## src/iehp_pkg.sv

```systemverilog
// constants for the isa/eisa host bus port
// assumes one 125 MHz system clock and bus pins already synchronous to it
package iehp_pkg;
	// timing
	localparam int unsigned CLK_PERIOD_PS   = 8000;
	localparam int unsigned ACCESS_MAX_NS   = 180;
	localparam int unsigned ACCESS_MAX_CYC  = (ACCESS_MAX_NS * 1000) / CLK_PERIOD_PS;
	localparam logic [2:0]  READ_LAT_CYC    = 3'h2;

	// address field of the device decode
	localparam int unsigned DEC_ADDR_MSB    = 15;
	localparam int unsigned DEC_ADDR_LSB    = 4;
	localparam logic [11:0] DEC_BASE_RST    = 12'h030;

	// buffer shape
	localparam int unsigned DATA_W          = 32;
	localparam logic [1:0]  BUF_DEPTH       = 2'h2;

	// byte lanes
	localparam int unsigned LANES           = 4;
	localparam logic [3:0]  BE_NONE_N       = 4'hf;
endpackage : iehp_pkg

```

## src/iehp_host_port.sv

```systemverilog
// isa/eisa host bus port: slave i/o decode, lane steering, dma burst path
// assumes all bus pins are synchronous to sys_clk; strobes derived externally
`timescale 1ns/1ps

module iehp_host_port #(
	parameter int unsigned DW = iehp_pkg::DATA_W
) (
	// clock and reset
	input  wire logic                 sys_clk,
	input  wire logic                 reset,
	// configuration
	input  wire logic                 eisa_mode,
	input  wire logic [11:0]          decode_base,
	// slave address and control
	input  wire logic [15:1]          bus_address,
	input  wire logic                 address_enable,
	input  wire logic                 address_strobe_n,
	input  wire logic                 byte_lane_enable0_n,
	input  wire logic                 byte_lane_enable1_n,
	input  wire logic                 byte_lane_enable2_n,
	input  wire logic                 byte_lane_enable3_n,
	input  wire logic                 read_strobe_n,
	input  wire logic                 write_strobe_n,
	output logic                      local_device_decode_n,
	// data bus, input and output per pin, output enable per byte lane
	input  wire logic [DW-1:0]        data_in,
	output logic      [DW-1:0]        data_out,
	output logic      [3:0]           data_oe_n,
	// dma burst pins
	input  wire logic                 burst_transfer_clock,
	input  wire logic                 dma_ack_n,
	input  wire logic                 dma_cycle_indicator_n,
	input  wire logic                 dma_direction,
	input  wire logic                 ready_return_n,
	output logic                      dma_stall,
	// interrupt
	input  wire logic                 irq_pending,
	input  wire logic                 irq_new,
	output logic                      interrupt_output,
	// register side toward the controller
	output logic      [15:1]          reg_addr,
	output logic      [3:0]           reg_be,
	output logic      [DW-1:0]        reg_wdata,
	output logic                      reg_wr,
	output logic                      reg_rd,
	input  wire logic [DW-1:0]        reg_rdata,
	// dma words from the bus, to the controller
	output logic      [DW-1:0]        dma_wr_data,
	output logic                      dma_wr_valid,
	input  wire logic                 dma_wr_ready,
	// dma words from the controller, to the bus
	input  wire logic [DW-1:0]        dma_src_data,
	input  wire logic                 dma_src_valid,
	output logic                      dma_src_ready
);

	////////////////////////////////////////////////////////////////////////////
	// address, enable and byte enable latches
	logic [15:1]   addr_hold_ff;
	logic          aen_hold_ff;
	logic [3:0]    be_hold_ff;
	logic [3:0]    be_pins_n;
	logic [15:1]   addr_eff;
	logic          aen_eff;
	logic [3:0]    be_eff_n;
	logic [3:0]    lane_sel;
	logic          dev_hit;

	assign be_pins_n = {byte_lane_enable3_n, byte_lane_enable2_n,
	                    byte_lane_enable1_n, byte_lane_enable0_n};

	always_ff @(posedge sys_clk) begin
		if (reset) begin
			addr_hold_ff <= '0;
			aen_hold_ff  <= 1'b1;
			be_hold_ff   <= iehp_pkg::BE_NONE_N;
		end else if (!address_strobe_n) begin
			addr_hold_ff <= bus_address;
			aen_hold_ff  <= address_enable;
			be_hold_ff   <= be_pins_n;
		end
	end

	// transparent while the strobe is low, held once it rises
	assign addr_eff = address_strobe_n ? addr_hold_ff : bus_address;
	assign aen_eff  = address_strobe_n ? aen_hold_ff : address_enable;
	assign be_eff_n = address_strobe_n ? be_hold_ff : be_pins_n;

	// 16-bit mode has no upper word
	assign lane_sel = eisa_mode ? ~be_eff_n : {2'b00, ~be_eff_n[1:0]};

	assign dev_hit = (addr_eff[iehp_pkg::DEC_ADDR_MSB:iehp_pkg::DEC_ADDR_LSB] == decode_base)
	                 && !aen_eff;
	assign local_device_decode_n = !dev_hit;

	////////////////////////////////////////////////////////////////////////////
	// slave i/o strobes
	logic          rd_prev_ff;
	logic          wr_prev_ff;
	logic [2:0]    rd_cnt_ff;
	logic          rd_busy_ff;
	logic [DW-1:0] io_dout_ff;
	logic [DW-1:0] wdata_ff;
	logic          reg_wr_ff;
	logic          reg_rd_ff;
	logic [15:1]   reg_addr_ff;
	logic [3:0]    reg_be_ff;
	logic          dma_sel;
	logic          rd_fall;
	logic          wr_rise;
	logic          rd_capture;
	logic          io_rd_active;

	assign dma_sel      = !dma_ack_n;
	assign rd_fall      = rd_prev_ff && !read_strobe_n && dev_hit && !dma_sel;
	assign wr_rise      = !wr_prev_ff && write_strobe_n && dev_hit && !dma_sel;
	assign rd_capture   = rd_busy_ff && (rd_cnt_ff == iehp_pkg::READ_LAT_CYC);
	assign io_rd_active = !read_strobe_n && dev_hit && !dma_sel;

	always_ff @(posedge sys_clk) begin
		if (reset) begin
			rd_prev_ff <= 1'b1;
			wr_prev_ff <= 1'b1;
		end else begin
			rd_prev_ff <= read_strobe_n;
			wr_prev_ff <= write_strobe_n;
		end
	end

	// read data is ready two cycles after the leading edge
	always_ff @(posedge sys_clk) begin
		if (reset) begin
			rd_busy_ff <= 1'b0;
			rd_cnt_ff  <= '0;
		end else if (rd_fall) begin
			rd_busy_ff <= 1'b1;
			rd_cnt_ff  <= 3'h1;
		end else if (rd_capture) begin
			rd_busy_ff <= 1'b0;
		end else if (rd_busy_ff) begin
			rd_cnt_ff  <= rd_cnt_ff + 3'h1;
		end
	end

	always_ff @(posedge sys_clk) begin
		if (reset) begin
			io_dout_ff <= '0;
		end else if (rd_capture) begin
			io_dout_ff <= reg_rdata;
		end
	end

	// write data follows the bus while the strobe is low, last value kept
	always_ff @(posedge sys_clk) begin
		if (reset) begin
			wdata_ff <= '0;
		end else if (!write_strobe_n) begin
			wdata_ff <= data_in;
		end
	end

	always_ff @(posedge sys_clk) begin
		if (reset) begin
			reg_wr_ff   <= 1'b0;
			reg_rd_ff   <= 1'b0;
			reg_addr_ff <= '0;
			reg_be_ff   <= '0;
		end else begin
			reg_wr_ff <= wr_rise;
			reg_rd_ff <= rd_fall;
			if (wr_rise || rd_fall) begin
				reg_addr_ff <= addr_eff;
				reg_be_ff   <= lane_sel;
			end
		end
	end

	assign reg_wr    = reg_wr_ff;
	assign reg_rd    = reg_rd_ff;
	assign reg_addr  = reg_addr_ff;
	assign reg_be    = reg_be_ff;
	assign reg_wdata = wdata_ff;

	////////////////////////////////////////////////////////////////////////////
	// dma burst beats
	logic          bclk_prev_ff;
	logic          bclk_rise;
	logic          burst_on;
	logic          beat_ok;
	logic          beat_in;
	logic          beat_out;
	logic          buf_full;
	logic          dma_out_mode;
	logic [DW-1:0] dma_dout_ff;
	logic          dout_valid_ff;

	always_ff @(posedge sys_clk) begin
		if (reset) begin
			bclk_prev_ff <= 1'b0;
		end else begin
			bclk_prev_ff <= burst_transfer_clock;
		end
	end

	assign bclk_rise    = burst_transfer_clock && !bclk_prev_ff;
	assign burst_on     = dma_sel && !dma_cycle_indicator_n;
	assign dma_out_mode = dma_sel && dma_direction;
	// whole words only; the master keeps bursts aligned
	assign beat_ok      = bclk_rise && burst_on && !ready_return_n;
	assign beat_in      = beat_ok && !dma_direction && !buf_full;
	assign beat_out     = beat_ok && dma_direction && dout_valid_ff;
	assign dma_stall    = dma_direction ? !dout_valid_ff : buf_full;

	// outgoing word preloaded so each burst clock finds one ready
	assign dma_src_ready = dma_src_valid && (!dout_valid_ff || beat_out);

	always_ff @(posedge sys_clk) begin
		if (reset) begin
			dout_valid_ff <= 1'b0;
			dma_dout_ff   <= '0;
		end else if (dma_src_ready) begin
			dout_valid_ff <= 1'b1;
			dma_dout_ff   <= dma_src_data;
		end else if (beat_out) begin
			dout_valid_ff <= 1'b0;
		end
	end

	////////////////////////////////////////////////////////////////////////////
	// two-entry buffer for incoming dma words
	logic [DW-1:0] buf_mem [0:1];
	logic          wr_ptr_ff;
	logic          rd_ptr_ff;
	logic [1:0]    cnt_ff;
	logic          buf_pop;
	logic [1:0]    nxt_cnt;

	assign buf_full     = (cnt_ff == iehp_pkg::BUF_DEPTH);
	assign dma_wr_valid = (cnt_ff != 2'h0);
	assign dma_wr_data  = buf_mem[rd_ptr_ff];
	assign buf_pop      = dma_wr_valid && dma_wr_ready;
	assign nxt_cnt      = cnt_ff + {1'b0, beat_in} - {1'b0, buf_pop};

	always_ff @(posedge sys_clk) begin
		if (beat_in) begin
			buf_mem[wr_ptr_ff] <= data_in;
		end
	end

	always_ff @(posedge sys_clk) begin
		if (reset) begin
			wr_ptr_ff <= 1'b0;
			rd_ptr_ff <= 1'b0;
			cnt_ff    <= '0;
		end else begin
			wr_ptr_ff <= wr_ptr_ff ^ beat_in;
			rd_ptr_ff <= rd_ptr_ff ^ buf_pop;
			cnt_ff    <= nxt_cnt;
		end
	end

	////////////////////////////////////////////////////////////////////////////
	// data bus drive
	assign data_out  = dma_out_mode ? dma_dout_ff : io_dout_ff;
	assign data_oe_n = dma_out_mode ? 4'h0 :
	                   io_rd_active ? ~lane_sel : iehp_pkg::BE_NONE_N;

	////////////////////////////////////////////////////////////////////////////
	// interrupt output
	logic int_ff;
	logic nxt_int;

	// one low cycle before a fresh condition so the host sees a new edge
	assign nxt_int = irq_pending && !(irq_new && int_ff);

	always_ff @(posedge sys_clk) begin
		if (reset) begin
			int_ff <= 1'b0;
		end else begin
			int_ff <= nxt_int;
		end
	end

	assign interrupt_output = int_ff;
endmodule : iehp_host_port

```

## config.mk

```make
export PLATFORM = sky130hd
export DESIGN_NAME = iehp_host_port
export DESIGN_NICKNAME = d
export VERILOG_FILES = /design/src/iehp_pkg.sv /design/src/iehp_host_port.sv
export SDC_FILE = /design/constraint.sdc
export NUM_CORES = 1
export LEC_CHECK = 0
export ABC_AREA = 1
export BUFFER_PORTS_ARGS = -buffer_cell sky130_fd_sc_hd__buf_2
export CAP_MARGIN = 20
export CORE_MARGIN = 1
export CORE_UTILIZATION = 45
export DETAILED_ROUTE_END_ITERATION = 8
export GPL_ROUTABILITY_DRIVEN = 0
export MAX_ROUTING_LAYER = met4
export PLACE_DENSITY = 0.73
export SLEW_MARGIN = 0
export SYNTH_ARGS = -nofsm -noshare
export SYNTH_HDL_FRONTEND = slang
export SYNTH_SLANG_ARGS = --single-unit
```

## constraint.sdc

```tcl
create_clock -name sys_clk -period 2 [get_ports sys_clk]
set_input_delay 0.2 -clock sys_clk [delete_from_list [all_inputs] [get_ports sys_clk]]
set_output_delay 0.2 -clock sys_clk [all_outputs]
set_load 0.1 [all_outputs]
```

==> impl_results.md <==
- PD cells: 910 nW/um^2
- Total Power: 12.0 mW
- Cell family with most CP delay: simple AND/OR/NAND/NOR gates
- Top_reg_cell synth: dfxtp_1
- Hold Crit Start: reg_rdata[22]
- H-tree depth: 1
- Die Y: 140 um
- Hold Path End: io_dout_ff[22]$_SDFFE_PP0P_
- Post-Route WL: 25600 um
- Worst path cell trace: inv_2 -> nand2_2 -> nand2_2 -> nand2_1 -> nand2_1 -> nor2_1 -> nand2_1 -> nor2_4 -> nand2_8 -> nor2_4 -> buf_12 -> a31oi_4 -> buf_12
- Distinct cells, synth: 31
- Synth cell count leaders: nand2_1 (242), nor2_1 (181), dfxtp_1 (150)
- Seq/Total Area, Yosys: 57.6%
- Path depth of the worst reg2reg path: 13
- Crit-path max FO: 5
- Status: finished with violations
- Vias per cell: 4.99
- Hpwl dp: 15500 um
- Sum Neg Setup Slack: -1.13 ns
- Main area contributors after synthesis: dfxtp_1 (35%), edfxtp_1 (22%), nand2_1 (11%)
- Initial core utilization: 45.8%
- Area Growth Syn to Fin: 54.6%
- DRC Markers: 0
- Clock transition at path regs: 0.06 ns
- Largest area contributor in the synthesized netlist: dfxtp_1
- End of the worst register-to-register path: reg_addr[3]$_SDFFE_PP0P_
- CTS Sinks: 214
- Clock Latency Late Sink: 0.50 ns
- Crit path capture type: output port
- CP required: 1.80 ns
- Net count after synthesis: 1208
- CTS tree: yes
- Final setup fails: 5
- Post-synth EDFFs: 64
- Worst min path class: primary input to register
- Final Cycle Share: 114%
- Initial antenna violation count: 2
- Largest net degree at the start of global routing: 69
- Max stage delay on crit path: 0.32 ns
- Layout cells sized above 1: 29.4%
- Ys async rst share: 0%
- Gr ovfl total: 0
- Startpoint types: register
- Clock Path Buffers: 3
- Worst r2r src: addr_hold_ff[9]$_SDFF_PP0_
- Tmin final: 2.28 ns
- Critical Path Slowest Stage Cell: dfxtp_2
- Internal: 7.99 mW
- Worst setup margin: -0.284 ns
- Logic pwr share: 25.8%
- Vias: 8529
- Leakage: 6.09 nW
- Final std cells w/o fill: 1708
- Data arrival, critical path: 2.08 ns
- Drt first pass iters: 5
- Site Rows: 50
- Hold Path Depth: 3
- # port buffers: 268
- Crit-path most repeated cell: nand2_1
- GRT Total Usage: 26.4%
- Relative slew slack: 64.6%
- Worst Clk Skew: 0.00917 ns
- Layout Nets: 1603
- Die width: 140 um
- I/O pin total: 269
- Register share of total power: 39.1%
- Antenna Violating Nets Remaining: 0
- Max Clk Rate: 438 MHz
- CP Class: register to output port
- Routed wire per std cell: 15.0 um
- Post-synth top area share: 35.1%
- Buffer and inverter count on the worst path: 3
- CTS root buf: clkbuf_16
- Number of DRC markers in iteration 0: 417
- Slew @ Worst Pin: 0.531 ns
- Hold_ws: 0.0146 ns
- Failing checks: negative setup slack
- Final Hold Violating Endpoints: 0
- R2R setup slack: 0.02 ns
- Max Cap Viol: 0
- Net Sw Frac: 33.5%
- Setup crit start: addr_hold_ff[5]$_SDFF_PP0_
- Number of global-route vias before repair: 8325
- Synthesis-stage register bit count: 214
- Max-slew violations: 0
- Mapped Avg Cell Area: 8.07 um^2
- Synth warn: 0
- Core area: 18600 um^2
- Global-route wire length before repair: 40200 um
- RSZ-0062 raised after global routing: yes
- Maximum VDD drop: 0.548 mV
- Top-count cell post-synth: nand2_1
- Cells after DPL: 1544
- Syn Inst Count: 1059
- Cell Area, Synth: 8550 um^2
- P_sw: 4.03 mW
- Die area: 19500 um^2
- CTS Buf Count: 24
- Clk pwr share: 35.2%
## sequential cells by signal, indices dropped and copies added (netlist names), 2 cells and up
signal and cells:
reg_be 4, cnt_ff 2, addr_hold_ff 15, rd_cnt_ff 3, io_dout_ff 32, dma_dout_ff 32, buf_mem 64, reg_addr 15
be_hold_ff 4, reg_wdata 32
## stage by stage
| step | setup WS [ns] | area (um^2) | util (%) |
|---|---|---|---|
| floorplan | -0.409 | 8760 | - |
| global placement | -0.240 | 11100 | 59.3 |
| detailed placement | -0.273 | 11100 | 59.3 |
| CTS | -0.256 | 13100 | 70.4 |
| global route | -0.384 | 13200 | 70.9 |
| finish | -0.284 | 13200 | 70.9 |
## kinds of logic after synthesis
kind of cell | after synthesis | share of synthesized area (%)
simple gates | 476 | 22.3
flops | 214 | 57.6
compound gates | 198 | 11.7
buf+inv | 164 | 7.41
fa+ha+maj | 6 | 0.878
xor+xnor | 1 | 0.102
## layout by cell type (no fill, tap or decap), drive strengths merged
| cell type | count |
|---|---|
| o2111ai | 1 |
| o211ai | 1 |
| ha | 6 |
| nand3 | 34 |
| inv | 104 |
| nand2 | 243 |
| a21oi | 55 |
| dlygate4sd3 | 103 |
| o21ai | 136 |
| and2 | 1 |
| buf | 323 |
| or2 | 5 |
| nor3 | 2 |
| edfxtp | 64 |
| dfxtp | 150 |
| nand3b | 4 |
| diode | 2 |
| nor2 | 184 |
| a31oi | 5 |
| nand4 | 2 |
| nor3b | 1 |
| xor2 | 1 |
| clkinv | 14 |
| bufinv | 2 |
| clkbuf | 31 |
## tightest hold or removal path, cell delays in order
cell     delay (ns)
buf_2          0.07
o21ai_0        0.08
a21oi_1        0.12
## power groups by stage
stage	clock network, mW	logic (mW)	registers [mW]
after global routing	4.52	3.25	4.71
after detailed placement	0	2.77	4.78
after floorplan	0	1.77	5.10
final	4.23	3.10	4.70
after global placement	0	2.74	4.78
after CTS	4.30	3.06	4.69
## worst max path at each step
stage / end / slack, ns / cells after the start
after floorplan: data_out[25] / -0.41 / 5
after global placement: data_oe_n[0] / -0.24 / 13
after detailed placement: data_oe_n[3] / -0.27 / 13
after CTS: data_oe_n[3] / -0.26 / 13
after global routing: data_oe_n[2] / -0.38 / 13
final: data_oe_n[2] / -0.28 / 13
## cell type report
type / count / area [um^2]
diodes: 2 / 5.00
clock buffers: 30 / 644
clock inverters: 14 / 118
fillers: 1368 / 5430
inverters: 106 / 413
multi-input cells: 681 / 3240
flip-flops and latches: 214 / 4930
well taps: 234 / 293
repair buffers: 427 / 3580
## metal layers
| metal | track usage, % | wire length [um] | share of wire, % |
|---|---|---|---|
| met1 | 29.9 | 10000 | 39 |
| met3 | 3.89 | 1690 | 6.6 |
| met4 | 13.6 | 1130 | 4.4 |
| met2 | 45.2 | 12800 | 50 |
| met5 | - | 0 | 0 |
## repair_timing
action                     4_1_cts  5_1_grt
setup endpoints to repair       29       27
pin swaps                       10       11
hold endpoints to repair       158        0
resized for setup               55       29
hold buffers                   103        0
buffers inserted                14        3
No activity file was read; power rests on OpenSTA's default activity.
